<file path="config.mk">
export PLATFORM = sky130hd
export DESIGN_NAME = temp_sensor_core
export DESIGN_NICKNAME = d
export VERILOG_FILES = /design/src/core/temp_sensor_pkg.sv /design/src/core/pin_synchronizer.sv /design/src/core/temp_sensor_core.sv
export SDC_FILE = /design/constraint.sdc
export NUM_CORES = 1
export LEC_CHECK = 0
export BUFFER_PORTS_ARGS = -buffer_cell sky130_fd_sc_hd__buf_4
export CORE_ASPECT_RATIO = 1.4
export CORE_MARGIN = 5
export CORE_UTILIZATION = 55
export DETAILED_ROUTE_END_ITERATION = 10
export GPL_TIMING_DRIVEN = 0
export PLACE_DENSITY = 0.85
export SYNTH_ARGS = -nofsm -noshare
export SYNTH_HDL_FRONTEND = slang
export SYNTH_SLANG_ARGS = --single-unit
</file>
<file path="constraint.sdc">
create_clock -name ref_clk -period 7.7 [get_ports ref_clk]
set_input_delay 1.54 -clock ref_clk [delete_from_list [all_inputs] [get_ports ref_clk]]
set_output_delay 1.54 -clock ref_clk [all_outputs]
set_load 0.03 [all_outputs]
</file>
<file path="src/core/temp_sensor_pkg.sv">
// Constants shared by the temperature sensor register core.
// Assumes a single 20 MHz system clock; no other dependencies.
package temp_sensor_pkg;

   // ==========================================================
   // Timing
   // ==========================================================
   // System clock rate in hertz.
   localparam int CLK_HZ = 20_000_000;
   // Time between periodic conversions, in milliseconds.
   localparam int CONV_PERIOD_MS = 80;
   // Conversion period in clock cycles, derived from the rate.
   localparam int CONV_PERIOD_CYCLES = CONV_PERIOD_MS * (CLK_HZ / 1000);

   // ==========================================================
   // Pointer select codes (low three bits of the pointer)
   // ==========================================================
   localparam logic [2:0] SEL_RESULT = 3'h0;
   localparam logic [2:0] SEL_CONFIG = 3'h1;
   localparam logic [2:0] SEL_HYST = 3'h2;
   localparam logic [2:0] SEL_LIMIT = 3'h3;
   localparam logic [2:0] SEL_TRIGGER = 3'h4;

   // ==========================================================
   // Reset values
   // ==========================================================
   localparam logic [7:0] POINTER_RESET = 8'h00;
   localparam logic [7:0] CONFIG_RESET = 8'h00;
   // Codes are 12 bits, the register image shifts them up by four.
   localparam logic [11:0] RESULT_RESET = 12'h000;
   localparam logic [11:0] HYST_RESET = 12'h4b0;
   localparam logic [11:0] LIMIT_RESET = 12'h500;
   localparam logic [3:0] CODE_PAD = 4'h0;

   // ==========================================================
   // Configuration field positions
   // ==========================================================
   localparam int CFG_SHUTDOWN = 0;
   localparam int CFG_INTR_MODE = 1;
   localparam int CFG_POLARITY = 2;
   localparam int CFG_QUEUE_LO = 3;
   localparam int CFG_QUEUE_HI = 4;
   localparam int CFG_ONE_SHOT = 5;

   // ==========================================================
   // Fault queue depths selected by the two queue bits
   // ==========================================================
   localparam logic [2:0] QUEUE_DEPTH_00 = 3'h1;
   localparam logic [2:0] QUEUE_DEPTH_01 = 3'h2;
   localparam logic [2:0] QUEUE_DEPTH_10 = 3'h4;
   localparam logic [2:0] QUEUE_DEPTH_11 = 3'h6;

   // Conversion sequencer states, Gray coded in listed order; idle to single changes both bits.
   typedef enum logic [1:0] {
      ST_IDLE = 2'b00,
      ST_PERIODIC = 2'b01,
      ST_SINGLE = 2'b11
   } conv_state_e;

endpackage

</file>
<file path="src/core/pin_synchronizer.sv">
// Two-stage synchroniser for a group of pin-level inputs.
// Assumes each bit is a level from outside the ref_clk domain.
`timescale 1ns/1ps
`default_nettype none
module pin_synchronizer #(
   parameter int WIDTH = 1
) (
   // Clock and reset.
   input wire logic ref_clk,
   input wire logic reset,
   // Asynchronous levels in, synchronised levels out.
   input wire logic [WIDTH-1:0] async_in,
   output logic [WIDTH-1:0] sync_out
);

   // ==========================================================
   // State
   // ==========================================================
   // The first stage is read only by the second stage.
   typedef struct packed {
      logic [WIDTH-1:0] stage1;
      logic [WIDTH-1:0] stage2;
   } sync_s;

   sync_s s;
   sync_s next_s;

   // Refuse a zero-width group at elaboration.
   if (WIDTH < 1) begin : g_bad_width
      $error("pin_synchronizer needs WIDTH of at least one");
   end

   // Shift the levels through both stages.
   always_comb begin
      next_s = s;
      next_s.stage1 = async_in;
      next_s.stage2 = s.stage1;
   end

   // Register the state; reset clears both stages.
   always_ff @(posedge ref_clk or posedge reset) begin
      if (reset) begin
         s <= '0;
      end else begin
         s <= next_s;
      end
   end

   assign sync_out = s.stage2;

endmodule
`default_nettype wire

</file>
<file path="src/core/temp_sensor_core.sv">
// Register core of a serially programmed temperature sensor.
// Assumes a serial engine presents register accesses as levels that
// are stable around each rising edge of its own link clock, and an
// analog model returns one 12-bit code per requested conversion.
//
// Behaviour
// Convert every 80 ms, store, compare.
// Reads during conversion return old result.
// Shutdown stops conversions, keeps last result.
// Configuration bit 0 selects shutdown.
// Trigger write in shutdown runs one conversion.
// Comparator mode clears below hysteresis limit.
// Interrupt mode clears after read and below.
// Output polarity is configurable.
// Temperature registers hold left-justified 12-bit codes.
// Low four bits of temperature registers read zero.
// Master reads two bytes for full code.
// Code counts sixteenths of a degree, signed.
// One-shot bit forces shutdown immediately.
// Trigger write data is discarded.
// Bits 3 and 4 set fault queue depth.
// Pointer, config, trigger 8-bit; others 16.
// Result read only, others read and write.
// Pointer low bits select; resets to zero.
// Select codes map result through trigger.
// Queue codes mean one, two, four, six.
// Polarity bit zero means active low.
// Bit 1 selects comparator or interrupt.
// Bit 0 high powers down the converter.
// Any completed read acknowledges interrupt.
// Unused select codes ignore writes, read zero.
// Non-fault result clears the fault counter.
`timescale 1ns/1ps
`default_nettype none
module temp_sensor_core
   import temp_sensor_pkg::*;
#(
   parameter int PERIOD_CYCLES = CONV_PERIOD_CYCLES
) (
   // System clock and reset.
   input wire logic ref_clk,
   input wire logic reset,
   // Register access from the serial engine, on its link clock.
   input wire logic link_clk,
   input wire logic acc_ptr_wr,
   input wire logic acc_reg_wr,
   input wire logic acc_reg_rd,
   input wire logic [15:0] acc_wdata,
   output logic [15:0] rd_data,
   // Converter model handshake.
   output logic conv_start,
   input wire logic conv_done,
   input wire logic [11:0] conv_code,
   // Open-drain over-temperature pin.
   input wire logic over_temp_output_in,
   output logic over_temp_output_out,
   output logic over_temp_output_oe
);

   // ==========================================================
   // Parameter checks
   // ==========================================================
   // The period counter is 24 bits wide.
   if (PERIOD_CYCLES < 2 || PERIOD_CYCLES > 16777215) begin : g_bad
      $error("temp_sensor_core PERIOD_CYCLES out of range");
   end

   // ==========================================================
   // State
   // ==========================================================
   typedef struct packed {
      conv_state_e state;       // Conversion sequencer.
      logic [23:0] period_cnt;  // Cycles to next periodic start.
      logic link_prev;          // Last synchronised link clock.
      logic [7:0] pointer;      // Register select.
      logic [7:0] config_reg;   // Mode bits.
      logic [11:0] result;      // Last stored code.
      logic [11:0] hyst;        // Hysteresis limit code.
      logic [11:0] limit;       // Over-temperature limit code.
      logic [2:0] fault_cnt;    // Consecutive faults seen.
      logic alert;              // Over-temperature asserted.
      logic below_hyst;         // Last result under hysteresis.
      logic read_seen;          // Read acknowledge while alert.
      logic [15:0] rd_data;     // Read return word.
      logic conv_start;         // One-cycle converter request.
      logic pin_oe;             // Pin pulled low when set.
      logic pin_out;            // Pin drive level, always low.
   } core_s;

   core_s s;
   core_s next_s;

   // Synchronised access levels: clock, three strobes, data.
   logic [19:0] acc_sync;
   logic link_rise;
   logic ptr_ev;
   logic wr_ev;
   logic rd_ev;
   logic [2:0] sel;
   logic [15:0] wdata;
   logic shut;
   logic done;
   logic fault;
   logic below;
   logic [2:0] cnt_inc;
   logic [2:0] depth;
   logic qualified;
   logic trigger_ev;
   logic periodic_ev;
   logic [15:0] read_word;

   // The pin readback has no use inside the core.
   logic unused_pin;
   assign unused_pin = over_temp_output_in;

   // ==========================================================
   // Link-side inputs
   // ==========================================================
   // Everything from the serial engine crosses two flip-flops. The
   // strobes and data are sampled at the link clock's rising edge,
   // which the synchronised clock shows about two cycles late; the
   // engine must hold them for that long past its edge.
   pin_synchronizer #(
      .WIDTH(20)
   ) u_sync (
      .ref_clk(ref_clk),
      .reset(reset),
      .async_in({link_clk, acc_ptr_wr, acc_reg_wr, acc_reg_rd,
                 acc_wdata}),
      .sync_out(acc_sync)
   );

   assign link_rise = acc_sync[19] & ~s.link_prev;
   assign ptr_ev = link_rise & acc_sync[18];
   assign wr_ev = link_rise & acc_sync[17] & ~acc_sync[18];
   assign rd_ev = link_rise & acc_sync[16] & ~acc_sync[18]
                  & ~acc_sync[17];
   assign wdata = acc_sync[15:0];
   assign sel = s.pointer[2:0];

   // ==========================================================
   // Mode decode and comparison
   // ==========================================================
   // Either the shutdown bit or the one-shot bit holds the core idle.
   assign shut = s.config_reg[CFG_SHUTDOWN]
                 | s.config_reg[CFG_ONE_SHOT];

   // A code that reaches the limit counts as a fault.
   assign done = conv_done & (s.state != ST_IDLE);
   assign fault = $signed(conv_code) >= $signed(s.limit);
   assign below = $signed(conv_code) < $signed(s.hyst);

   // Count saturates at the deepest queue setting.
   assign cnt_inc = (s.fault_cnt >= QUEUE_DEPTH_11) ? QUEUE_DEPTH_11
                    : s.fault_cnt + 3'h1;

   // Decode the queue depth field.
   always_comb begin
      case (s.config_reg[CFG_QUEUE_HI:CFG_QUEUE_LO])
         2'b00: depth = QUEUE_DEPTH_00;
         2'b01: depth = QUEUE_DEPTH_01;
         2'b10: depth = QUEUE_DEPTH_10;
         default: depth = QUEUE_DEPTH_11;
      endcase
   end

   assign qualified = done & fault & (cnt_inc >= depth);

   // A trigger write only starts anything while shut down.
   assign trigger_ev = wr_ev & (sel == SEL_TRIGGER) & shut
                       & (s.state == ST_IDLE);
   assign periodic_ev = (s.period_cnt == 24'h000000) & ~shut
                        & (s.state == ST_IDLE);

   // Read multiplexer; temperature registers pad the low nibble.
   always_comb begin
      case (sel)
         SEL_RESULT: read_word = {s.result, CODE_PAD};
         SEL_CONFIG: read_word = {8'h00, s.config_reg};
         SEL_HYST: read_word = {s.hyst, CODE_PAD};
         SEL_LIMIT: read_word = {s.limit, CODE_PAD};
         default: read_word = 16'h0000;
      endcase
   end

   // ==========================================================
   // Next-state logic
   // ==========================================================
   always_comb begin
      next_s = s;
      next_s.conv_start = 1'b0;
      next_s.link_prev = acc_sync[19];

      // Free-running period counter; starts are taken only in idle.
      if (s.period_cnt == 24'h000000) begin
         next_s.period_cnt = 24'(PERIOD_CYCLES - 1);
      end else begin
         next_s.period_cnt = s.period_cnt - 24'h000001;
      end

      // Register writes; the result register has no write path.
      if (ptr_ev) begin
         next_s.pointer = wdata[7:0];
      end else if (wr_ev) begin
         case (sel)
            SEL_CONFIG: next_s.config_reg = wdata[7:0];
            SEL_HYST: next_s.hyst = wdata[15:4];
            SEL_LIMIT: next_s.limit = wdata[15:4];
            default: next_s = next_s;
         endcase
      end

      // Reads return the stored word and never touch the sequencer.
      if (rd_ev) begin
         next_s.rd_data = read_word;
         if (s.alert) begin
            next_s.read_seen = 1'b1;
         end
      end

      // Conversion sequencer.
      case (s.state)
         ST_IDLE: begin
            if (periodic_ev) begin
               next_s.state = ST_PERIODIC;
               next_s.conv_start = 1'b1;
            end else if (trigger_ev) begin
               next_s.state = ST_SINGLE;
               next_s.conv_start = 1'b1;
            end
         end
         ST_PERIODIC, ST_SINGLE: begin
            // A conversion in flight finishes even if shutdown is set
            // meanwhile; the old result stays readable until then.
            if (conv_done) begin
               next_s.state = ST_IDLE;
               next_s.result = conv_code;
               next_s.below_hyst = below;
               next_s.fault_cnt = fault ? cnt_inc : 3'h0;
            end
         end
         default: next_s.state = ST_IDLE;
      endcase

      // Alert: a qualified fault sets it and wins over any clear.
      if (qualified) begin
         next_s.alert = 1'b1;
         next_s.read_seen = 1'b0;
      end else if (s.alert) begin
         if (s.config_reg[CFG_INTR_MODE]) begin
            if (next_s.read_seen && next_s.below_hyst) begin
               next_s.alert = 1'b0;
               next_s.read_seen = 1'b0;
            end
         end else if (done && below) begin
            next_s.alert = 1'b0;
         end
      end

      // Active low pulls the pin while alert; active high releases it.
      next_s.pin_oe = s.alert ^ s.config_reg[CFG_POLARITY];
      next_s.pin_out = 1'b0;
   end

   // ==========================================================
   // State register
   // ==========================================================
   // Period counter resets to zero so the first conversion starts
   // right after reset.
   always_ff @(posedge ref_clk or posedge reset) begin
      if (reset) begin
         s.state <= ST_IDLE;
         s.period_cnt <= 24'h000000;
         s.link_prev <= 1'b0;
         s.pointer <= POINTER_RESET;
         s.config_reg <= CONFIG_RESET;
         s.result <= RESULT_RESET;
         s.hyst <= HYST_RESET;
         s.limit <= LIMIT_RESET;
         s.fault_cnt <= 3'h0;
         s.alert <= 1'b0;
         s.below_hyst <= 1'b0;
         s.read_seen <= 1'b0;
         s.rd_data <= 16'h0000;
         s.conv_start <= 1'b0;
         s.pin_oe <= 1'b0;
         s.pin_out <= 1'b0;
      end else begin
         s <= next_s;
      end
   end

   assign rd_data = s.rd_data;
   assign conv_start = s.conv_start;
   assign over_temp_output_out = s.pin_out;
   assign over_temp_output_oe = s.pin_oe;
endmodule
`default_nettype wire

</file>
; ---- Word level (Yosys, flattened, before mapping)
; Index checks and enable logic that the tools add are counted.
[word_totals]
ff_bits = 138
in_bits = 36
wordCells = 95
[classes]
add_sub_neg = 2
magnitude_cmp = 4
eq_ne = 8
mux = 31
bitwise = 22
reduce_logical = 11
[op_table]
columns = cell, n
row1 = one-hot mux 16 bit (4 select lines), 1
row2 = 2-to-1 mux 25 bit, 1
row3 = zero test 24 bit, 1
row4 = 2-to-1 mux 12 bit, 2
row5 = 2-to-1 mux 24 bit, 1
row6 = "subtractor 24 x 1 -> 24 bit, second input constant", 1
row7 = 2-to-1 mux 17 bit, 1
row8 = AND 1 bit, 15
row9 = 2-to-1 mux 1 bit, 15
row10 = 2-to-1 mux 3 bit, 5
row11 = >= comparator 12 bit, 1
row12 = < comparator 12 bit, 1
row13 = one-hot mux 3 bit (3 select lines), 1
row14 = AND reduction 3 bit, 3
row15 = "== test 3 x 2 -> 1 bit, second input constant", 2
row16 = 2-to-1 mux 2 bit, 3
row17 = NOT 1 bit, 5
row18 = "== test 2 x 1 -> 1 bit, second input constant", 2
row19 = "== test 2 bit, second input constant", 2
row20 = zero test 2 bit, 2
row21 = one-hot mux 2 bit (2 select lines), 1
row22 = "adder 3 x 1 -> 3 bit, second input constant", 1
row23 = "== test 3 x 1 -> 1 bit, second input constant", 1
row24 = "== test 3 bit, second input constant", 1
row25 = 8 further kinds, 9

; ---- Depth between registers and ports, before layout
; Gate-level depths: netlist (run 1).
[depth]
ltp_word = 11
depth_mapped = 10
mapped_depth_nobuf = 10

; ---- By module
; Synthesis (run 1) repeated with hierarchy kept, for this count alone.
[unflattened]
cells_unflattened = 542
area_unflattened_um2 = 6112.1
[modules_own_cells]
columns = mod, instances, cells_each, area_each_um2, seq_area_each_um2
row1 = temp_sensor_core, 1, 501, 5107.4, 2459.9
row2 = pin_synchronizer, 1, 41, 1004.7, 1001.0

; ---- Least setup slack after synthesis (run 1)
; Ideal clock, no wire load.
[synth_path]
path_kind = input -> register
from = input conv_code[9]
to = register s[21] (netlist bit)
arrival_time_ps = 2836
required_time_ps = 7566
path_slack_ps = 4730
path_stages = 7
path_buffers = 0
cell_sequence = ha_1 a21oi_1 o21ai_0 a2111oi_0 nand3_1 o311ai_0 o21ai_0
[synth_rtl]
columns = element, line
row1 = from (decl), temp_sensor_core.sv:53  ; input wire logic [11:0] conv_code,
row2 = to (signal assigned), temp_sensor_core.sv:289  ; s <= next_s;
row3 = to (decl), temp_sensor_core.sv:90  ; core_s s;

==> flow_summary.json, run 1 <==
{
  "status": "finished clean",
  "cts.sinks": 138,
  "ant_nets": 0,
  "synth_top_family_by_area": "simple AND/OR/NAND/NOR gates",
  "post_drt_via_cell_ratio": 5.63,
  "nNetsFinal": 674,
  "dpl_worst_slack_ps": 3950,
  "p_leak_nw": 3.29,
  "grt_max_degree": 105,
  "hold_depth": 0,
  "worst-setup-path-type": "in2reg",
  "ys.flop_type": "dfrtp_1",
  "cp.depth": 8,
  "yosysUniqueCellTypes": 47,
  "drv_slew": 0,
  "post_route_cells_drive_above_1_share_pct": 24.3,
  "cts-hold-fix-buffers": 0,
  "period_minus_slack_ps": 3520,
  "antenna_found_initial": 0,
  "wl_per_cell_um": 17.1,
  "insertedDiodeCount": 0,
  "die_height_um": 134,
  "synthAdderAreaFrac_pct": 6.22,
  "syn-num-nets": 602,
  "clkLatencyLatePin_ps": 410,
  "drt-total-wl_um": 13100,
  "io_buffer_count": 52,
  "grt_pass1_wl_um": 22200,
  "fmax_mhz": 284,
  "path_max_fanout": 3,
  "fp.dieW_um": 98.6,
  "start_util_pct": 55.9,
  "numCtsBuffers": 17,
  "cp_slowest_cell": "a2111oi_0",
  "post_cts_buffers": 0,
  "finalCritPeriodShare_pct": 45.7,
  "place.gp.congestion": 0.936,
  "cts_buffer_depth": 2,
  "vdd_drop_max_uv": 157,
  "synth-simple-area-share_pct": 12.2,
  "rsz0062_at_grt": "no",
  "p_per_area_nw_per_um2": 277,
  "synth_seq_cells": 138,
  "fin_setup_tns_ps": 0,
  "root_buffer": "clkbuf_16",
  "fin_util_pct": 67.0,
  "cts_max_level": 4,
  "cap_viol_max_count": 0,
  "yosys_warnings": 0,
  "syn_avg_cell_area_um2": 11.3,
  "grt_overflow_total": 0,
  "setup_violations": 0,
  "synth_edf_count": 0,
  "clk_pin_slew_ps": 60,
  "synth_top_cell_area_share_pct": 54.7,
  "seq_area_frac_synth_pct": 57.3,
  "synth_top_area_cell": "dfrtp_1",
  "drt-pass1-iter-count": 6,
  "core_area_um2": 10800,
  "timing.critical_path.buf_inv": 1,
  "slew_headroom_pct": 14.8,
  "areaGrowthSynthToFinish_pct": 19.9,
  "worstPathCellList": "buf_4 -> ha_1 -> a21oi_1 -> o21ai_0 -> a2111oi_0 -> a31oi_1 -> nor2_1 -> o21ai_0",
  "fill_cells": 782,
  "ctsResizeCount": 0,
  "cpLargestDelayFamily": "compound AO/OA/AOI/OAI gates",
  "synth_xor_xnor_area_share_pct": 2.90,
  "ios": 55,
  "instances_no_fill": 762,
  "cts_tree": "built",
  "synth_area_leaders": "dfrtp_1, ha_1, mux2_2",
  "dpl.hpwl_um": 9180,
  "synthArstFlopShare_pct": 100,
  "die-area_um2": 13200,
  "cp.required_ps": 7990,
  "grt_use_total_pct": 21.5,
  "p_total_w": 0.00201,
  "drt_iter0_drc": 238,
  "first_global_vias": 4670,
  "drc_errors": 0,
  "hold_viol": 0,
  "rr_worst_depth": 8,
  "crit_path_frequent_cell": "o21ai_0",
  "synthesis.area_um2": 6040,
  "dp.cells": 730,
  "ff2ff_setup_slack_ps": 4900,
  "min_path_type": "reg2reg",
  "synthCells": 536,
  "skew_ps": 6.46,
  "arrival_ps": 3810,
  "endpoint_kind": "register",
  "vias": 4293,
  "synth_compound_area_share_pct": 8.35,
  "fin_ws_ps": 4180,
  "tightest_slew_ps": 1250,
  "muxShareOfSynthArea_pct": 7.29,
  "max_stage_delay_ps": 1090,
  "startpoint_type": "primary input",
  "rows": 45
}
==> per-layer routing <==
metal | GRT usage, % | vias to the layer above | wire [µm]
met4 | 12.3 | 0 | 572
met3 | 5.88 | 57 | 600
met1 | 23.6 | 2124 | 4840
met5 | 0 | - | 0
met2 | 37.1 | 143 | 7040
li1 | - | 1969 | -
==> flip-flops by register name (all words and copies together), names as in the netlist <==
register             cells
s                       80
u_sync.next_s           20
rd_data                 16
u_sync.sync_out         20
over_temp_output_oe      1
conv_start               1
==> where the power goes <==
part	internal, W	switching, W	total, W
Sequential	0.000812	0.0000549	0.000867
Combinational	0.000147	0.000183	0.000330
Clock	0.000492	0.000318	0.000809
Total	0.00145	0.000555	0.00201
==> synth_stat cells, types with 3 or more instances <==
cell type and instances:
a21oi_1 9, o21ai_0 46, mux2i_1 8, nand3_1 7, inv_1 37, nor4_1 7, nor2_1 28, nand2b_1 3
mux2_2 24, nor3_1 11, xnor2_1 13, mux4_2 4, a31oi_1 3, a22o_1 12, clkbuf_1 15, nand2_1 70
or2_2 4, xor2_1 7, buf_4 17, or4_1 4, o22ai_1 3, ha_1 30, dfrtp_1 132, or3_1 5
dfstp_2 6
==> cells by family after synthesis <==
| family | after synthesis |
|---|---|
| mux | 36 |
| xor+xnor | 20 |
| compound gates | 84 |
| other cells | 1 |
| flops | 138 |
| simple gates | 155 |
| fa+ha+maj | 30 |
| buf+inv | 72 |
==> layout by cell type (no fill, tap or decap), types with 3 or more instances in the layout <==
cell and count:
a21oi_1 9, a22o_1 12, a31oi_1 3, buf_4 69
clkbuf_1 15, clkbuf_16 17, clkinvlp_4 5, dfrtp_1 132
dfstp_2 6, ha_1 30, inv_1 36, inv_6 5
mux2_2 24, mux2i_1 8, mux4_2 4, nand2_1 70
nand2b_1 3, nand3_1 7, nor2_1 28, nor3_1 11
nor4_1 7, o21ai_0 46, o22ai_1 3, or2_2 4
or3_1 5, or4_1 4, xnor2_1 13, xor2_1 7
==> per-stage QoR <==
| stage | area (µm²) | hold slack (ps) |
|---|---|---|
| after floorplan | 6040 | 331 |
| final | 7240 | 350 |
| after global routing | 7240 | 362 |
| after CTS | 7240 | 351 |
| after detailed placement | 6640 | 337 |
| after global placement | 6610 | 333 |
==> path summary, 6_finish.rpt <==
path,start,end
setup / recovery,conv_code[9],s[21]
hold / removal,u_sync.next_s[10],u_sync.sync_out[10]
setup reg to reg,s[44],s[21]
hold reg to reg,u_sync.next_s[10],u_sync.sync_out[10]
max in group asynchronous,reset,s[92]
min in group asynchronous,reset,s[58]
==> layout make-up <==
type	instances	area, µm²	share of cell area, %
Sequential cell	138	3460	47.8
Inverter	37	144	1.99
Clock inverter	14	161	2.23
Timing Repair Buffer	53	418	5.77
Multi-Input combinational cell	326	2230	30.9
Buffer	35	205	2.83
Clock buffer	18	439	6.07
Tap cell	141	176	2.44
Power figures use the tool's default switching activity.
==> inputs of run 2 (changes only) <==
- clock period: 7.7 -> 3.3 ns (I/O delays scaled with it)
==> run 2 against run 1 <==
Effect of this change:
- routed wire length is 3.8% lower
- sequential cell count stayed put
- utilization is 0.13 points higher
- final cell count is 0.13% higher
- worst hold slack worse by 11 ps
- die area stayed put
- first-iteration DRC count is 12% lower
- clock skew is 0.52 ps higher
- critical path type is now reg2reg
- largest power group unchanged
==> flow_summary.json, run 2 (same netlist as run 1, synthesis figures left out) <==
{
  "mostFrequentLayoutCells": "dfrtp_1, nand2_1, buf_4, o21ai_0, inv_1",
  "nNetsFinal": 676,
  "areaGrowthSynthToFinish_pct": 20.1,
  "die-area_um2": 13200,
  "status": "finished clean",
  "antenna_found_initial": 0,
  "vias": 4167,
  "top_register": "s",
  "grt_overflow_total": 0,
  "rows": 45,
  "endpoint": "s[96]",
  "drt-pass1-iter-count": 5,
  "wl_per_cell_um": 16.5,
  "cts_tree": "built",
  "drv_slew": 0,
  "cpLargestDelayFamily": "simple AND/OR/NAND/NOR gates",
  "ff2ff_setup_slack_ps": 610,
  "ctsResizeCount": 0,
  "drt-total-wl_um": 12600,
  "root_buffer": "clkbuf_16",
  "post_drt_via_cell_ratio": 5.46,
  "io_buffer_count": 52,
  "insertedDiodeCount": 0,
  "cp.depth": 6,
  "drc_errors": 0,
  "cts-hold-fix-buffers": 0,
  "reg2reg_to": "s[96]",
  "post_dp_cell_area_um2": 6670,
  "numCtsBuffers": 17,
  "place.gp.congestion": 0.933,
  "core_area_um2": 10800,
  "fin_setup_tns_ps": 0,
  "die_height_um": 134,
  "start_util_pct": 55.9,
  "rsz0062_at_grt": "no",
  "rr_worst_depth": 6,
  "post_cts_buffers": 0,
  "first_global_vias": 4523,
  "cts_max_level": 4,
  "max_stage_delay_ps": 510,
  "slew_headroom_pct": 29.0,
  "finalCritPeriodShare_pct": 81.5,
  "ant_nets": 0,
  "arrival_ps": 2980,
  "cp_slowest_cell": "or4_4",
  "p_leak_nw": 3.31,
  "clk_pin_slew_ps": 60,
  "tightest_slew_ps": 1040,
  "worstReg2RegStart": "s[92]",
  "cp.required_ps": 3590,
  "grt_use_total_pct": 20.8,
  "fp.dieW_um": 98.6,
  "stdcell_area_um2": 7250,
  "drt_iter0_drc": 210,
  "fill_cells": 789,
  "vdd_drop_max_uv": 363,
  "clkLatencyLatePin_ps": 420,
  "setup_violations": 0,
  "final_common_cell": "dfrtp_1",
  "worst-setup-path-type": "reg2reg",
  "fmax_mhz": 372,
  "min_path_type": "in2async",
  "ios": 55,
  "startpoint_type": "register",
  "cts_buffer_depth": 2,
  "cts.sinks": 138,
  "post_route_cells_drive_above_1_share_pct": 24.4,
  "hold_viol": 0,
  "largest_reg_flops": 80,
  "worstPathCellList": "or3_1 -> or3_4 -> or4_4 -> nor4_1 -> buf_2 -> nor2_1",
  "dpl.hpwl_um": 9090,
  "grt_max_degree": 42,
  "skew_ps": 6.98,
  "period_minus_slack_ps": 2690,
  "endpoint_kind": "register",
  "p_per_area_nw_per_um2": 638,
  "timing.critical_path.buf_inv": 1,
  "worstSetupStartpoint": "s[92]",
  "grt_pass1_wl_um": 21400,
  "cap_viol_max_count": 0,
  "path_max_fanout": 10
}
-- run 2: cell types whose count changed in the layout (fill, tap and decap cells not counted), sizes merged --
| cell | change |
|---|---|
| clkinv | +5 |
| buf | +2 |
| clkinvlp | -3 |
| inv | -3 |
-- run 2: how the worst min path moves through the flow --
| stage | startpoint | end | depth (start not counted) |
|---|---|---|---|
| 3_5_place_dp | u_sync.next_s[1] | u_sync.sync_out[1] | 0 |
| 4_1_cts | acc_wdata[5] | u_sync.next_s[5] | 1 |
| 2_1_floorplan | u_sync.next_s[0] | u_sync.sync_out[0] | 0 |
| 3_3_place_gp | u_sync.next_s[12] | u_sync.sync_out[12] | 0 |
| 6_report | reset | s[83] | 2 |
| 5_1_grt | acc_wdata[4] | u_sync.next_s[4] | 1 |
-- run 2: cell type report --
type                       count  area [µm²]  area share, %
timing repair buffer          55         450           6.21
clock inverter                13         144           1.98
multi-input combinational    326        2230           30.8
inverter                      37         143           1.97
tap                          141         176           2.43
clock buffer                  18         439           6.06
sequential                   138        3460           47.7
buffer                        35         205           2.83
-- run 2: layer usage --
layer | GRT usage, % | vias up | share of wire, %
li1 | - | 1961 | -
met1 | 23.0 | 2059 | 37
met2 | 36.1 | 108 | 54
met3 | 5.83 | 39 | 4.7
met4 | 10.7 | 0 | 3.9
met5 | 0 | - | 0
-- run 2: metrics by stage --
stage               setup slack, ps  hold slack [ps]  power (W)  std cells  utilization [%]
finish                          611              339    0.00463        763             67.1
global route                    398              323    0.00485        763             67.1
CTS                             588              333    0.00465        763             67.1
detailed placement              498              335    0.00280        732             61.7
global placement                196              333    0.00274        729             61.1
floorplan                       802              331    0.00253        536                -
-- run 2: where the power goes --
group / switching, W / leakage [nW] / internal [W] / total, W
Clock: 0.000722 / 0.287 / 0.00113 / 0.00186
Sequential: 0.000125 / 1.69 / 0.00189 / 0.00202
Combinational: 0.000413 / 1.33 / 0.000342 / 0.000755
Total: 0.00126 / 3.31 / 0.00337 / 0.00463
==> inputs of run 3 (changes only) <==
- ABC_AREA: unset -> 1
- PLACE_DENSITY: 0.85 -> 0.84
- clock period: 3.3 -> 2.77 ns (I/O delays scaled with it)
==> run 3 against run 2 <==
Effect of this change:
- worst hold slack worse by 150 ps
- sequential power grew 19%
- via count grew 20%
- global-route usage up 1.3 points
- clock power up 26%
- largest power group unchanged
==> flow_summary.json, run 3 <==
{
  "status": "finished clean",
  "yosys_warnings": 0,
  "grt_overflow_total": 0,
  "max_stage_delay_ps": 390,
  "synthArstFlopShare_pct": 100,
  "post_route_cells_drive_above_1_share_pct": 20.5,
  "dp.cells": 902,
  "p_per_area_nw_per_um2": 751,
  "root_buffer": "clkbuf_16",
  "drv_slew": 0,
  "dpl_worst_slack_ps": 603,
  "start_util_pct": 56.5,
  "yosysUniqueCellTypes": 45,
  "hold_viol": 0,
  "first_global_vias": 5130,
  "synth_top_area_cell": "dfrtp_1",
  "power.share.sequential_pct": 41.5,
  "p_leak_nw": 3.81,
  "insertedDiodeCount": 0,
  "worstPathCellList": "inv_1 -> ha_1 -> inv_1 -> a21oi_1 -> nor2_1 -> inv_1 -> ha_1 -> inv_1 -> nand2_1 -> a21oi_1 -> nor2_1 -> o211ai_1 -> inv_1 -> nand2_1 -> inv_1 -> nor2_1",
  "drt-pass1-iter-count": 5,
  "tightest_slew_ps": 551,
  "ctsResizeCount": 0,
  "cap_viol_max_count": 0,
  "endpoint_kind": "register",
  "p_total_w": 0.00578,
  "rows": 46,
  "fp.dieW_um": 101,
  "synthCells": 703,
  "cts_buffer_depth": 2,
  "rsz0062_at_grt": "no",
  "vias": 5001,
  "synth_top_cell_area_share_pct": 51.3,
  "synth_area_leaders": "dfrtp_1, nand2_1, inv_1",
  "grt_max_degree": 47,
  "cts.sinks": 138,
  "cts-hold-fix-buffers": 0,
  "synth_common_cells": "nand2_1, dfrtp_1, inv_1",
  "areaGrowthSynthToFinish_pct": 19.5,
  "syn_avg_cell_area_um2": 9.15,
  "cp.required_ps": 3110,
  "synth_edf_count": 0,
  "ios": 55,
  "switching_power_w": 0.00165,
  "synth_seq_cells": 138,
  "dpl.hpwl_um": 10400,
  "numCtsBuffers": 17,
  "worst-setup-path-type": "reg2reg",
  "switching_share_pct": 28.5,
  "cpLargestDelayFamily": "adder cells",
  "io_buffer_count": 52,
  "period_minus_slack_ps": 2100,
  "post_drt_via_cell_ratio": 5.35,
  "ant_nets": 0,
  "wl_per_cell_um": 15.4,
  "synthesis.area_um2": 6430,
  "instances_no_fill": 934,
  "fmax_mhz": 476,
  "final_common_cell": "nand2_1",
  "drc_errors": 0,
  "cts_max_level": 4,
  "path_max_fanout": 3,
  "crit_path_frequent_cell": "inv_1",
  "grt_use_total_pct": 22.1,
  "clkLatencyLatePin_ps": 420,
  "arrival_ps": 2440,
  "drt-total-wl_um": 14400,
  "fin_ws_ps": 669,
  "place.gp.congestion": 0.914,
  "min_path_type": "in2async",
  "combPwrFrac_pct": 17.8,
  "mostFrequentLayoutCells": "nand2_1, dfrtp_1, inv_1, buf_4, o21ai_0",
  "top_register": "s",
  "vdd_drop_max_uv": 394,
  "p_int_w": 0.00413,
  "stdcell_area_um2": 7690,
  "nNetsFinal": 843,
  "timing.critical_path.buf_inv": 6,
  "post_dp_cell_area_um2": 7070,
  "setup_violations": 0,
  "syn-num-nets": 769,
  "clockPowerShare_pct": 40.7,
  "finalCritPeriodShare_pct": 75.8,
  "post_cts_buffers": 0,
  "grt_pass1_wl_um": 24000,
  "startpoint_type": "register",
  "largest_reg_flops": 80,
  "die-area_um2": 14000,
  "ys.flop_type": "dfrtp_1",
  "drt_iter0_drc": 344,
  "slew_headroom_pct": 63.2,
  "core_area_um2": 11400,
  "fill_cells": 843,
  "die_height_um": 138,
  "cp_slowest_cell": "dfrtp_1",
  "skew_ps": 11.5,
  "seq_area_frac_synth_pct": 53.8,
  "yosys.cell_count.top_type": "nand2_1",
  "clk_pin_slew_ps": 60,
  "antenna_found_initial": 0,
  "cts_tree": "built"
}
==> run 3: changes by cell type after synthesis, moves of 12 or more <==
| cell | change |
|---|---|
| a21oi_1 | +21 |
| a22o_1 | -12 |
| clkbuf_1 | -12 |
| inv_1 | +67 |
| mux2_2 | -24 |
| nand2_1 | +100 |
| nand3_1 | +18 |
| o21ai_2 | +12 |
==> run 3: area by class of cell <==
type                            count  area (µm²)  share of cell area, %
Buffer                             28         194                   2.52
Clock buffer                       20         457                   5.94
Clock inverter                     12         164                   2.13
Inverter                          109         413                   5.37
Multi-Input combinational cell    428        2370                   30.8
Sequential cell                   138        3460                   45.0
Tap cell                          144         180                   2.34
Timing Repair Buffer               55         450                   5.86
==> run 3: stage by stage <==
stage          utilization (%)  hold WS, ps  TNS, ps
2_1_floorplan                -          331        0
3_3_place_gp              61.5          332   -29200
3_5_place_dp              62.0          336        0
4_1_cts                   67.5          210        0
5_1_grt                   67.5          232        0
6_report                  67.5          193        0
==> run 3: final timing paths <==
check / from / end / slack (ps) / cells past startpoint
setup / recovery: s[22] / s[19] / 670 / 16
hold / removal: reset / u_sync.next_s[15] / 190 / 2
setup reg to reg: s[22] / s[19] / 670 / 16
hold reg to reg: u_sync.next_s[10] / u_sync.sync_out[10] / 350 / 0
max in group asynchronous: reset / rd_data[0] / 1720 / 4
min in group ref_clk: acc_wdata[7] / u_sync.next_s[7] / 240 / 1
==> run 3: kinds of logic after synthesis <==
group / synth area share (%)
simple gates: 19.7
flops: 53.8
buf+inv: 9.37
compound gates: 10.5
fa+ha+maj: 5.83
xor+xnor: 0.817
other cells: 0.0583
==> run 3: layer usage <==
layer	track usage, %	part of all wire (%)
met5	0	0
met4	10.9	3.1
met3	3.82	4.5
met2	39.4	54
met1	25.3	39
==> run 3: worst reg2reg max path, stage by stage, from the launching register on <==
cell	delay, ps
dfrtp_1	390
inv_1	80
ha_1	200
inv_1	60
a21oi_1	80
nor2_1	150
inv_1	70
ha_1	290
inv_1	50
nand2_1	50
a21oi_1	150
nor2_1	60
o211ai_1	150
inv_1	50
nand2_1	80
inv_1	50
nor2_1	90
==> run 3: power by group through the flow <==
stage	registers [W]	logic, W	clock network, W
6_report	0.00240	0.00103	0.00235
5_1_grt	0.00242	0.00114	0.00247
4_1_cts	0.00239	0.00102	0.00238
3_5_place_dp	0.00242	0.000999	0
3_3_place_gp	0.00241	0.000939	0
2_1_floorplan	0.00239	0.000701	0
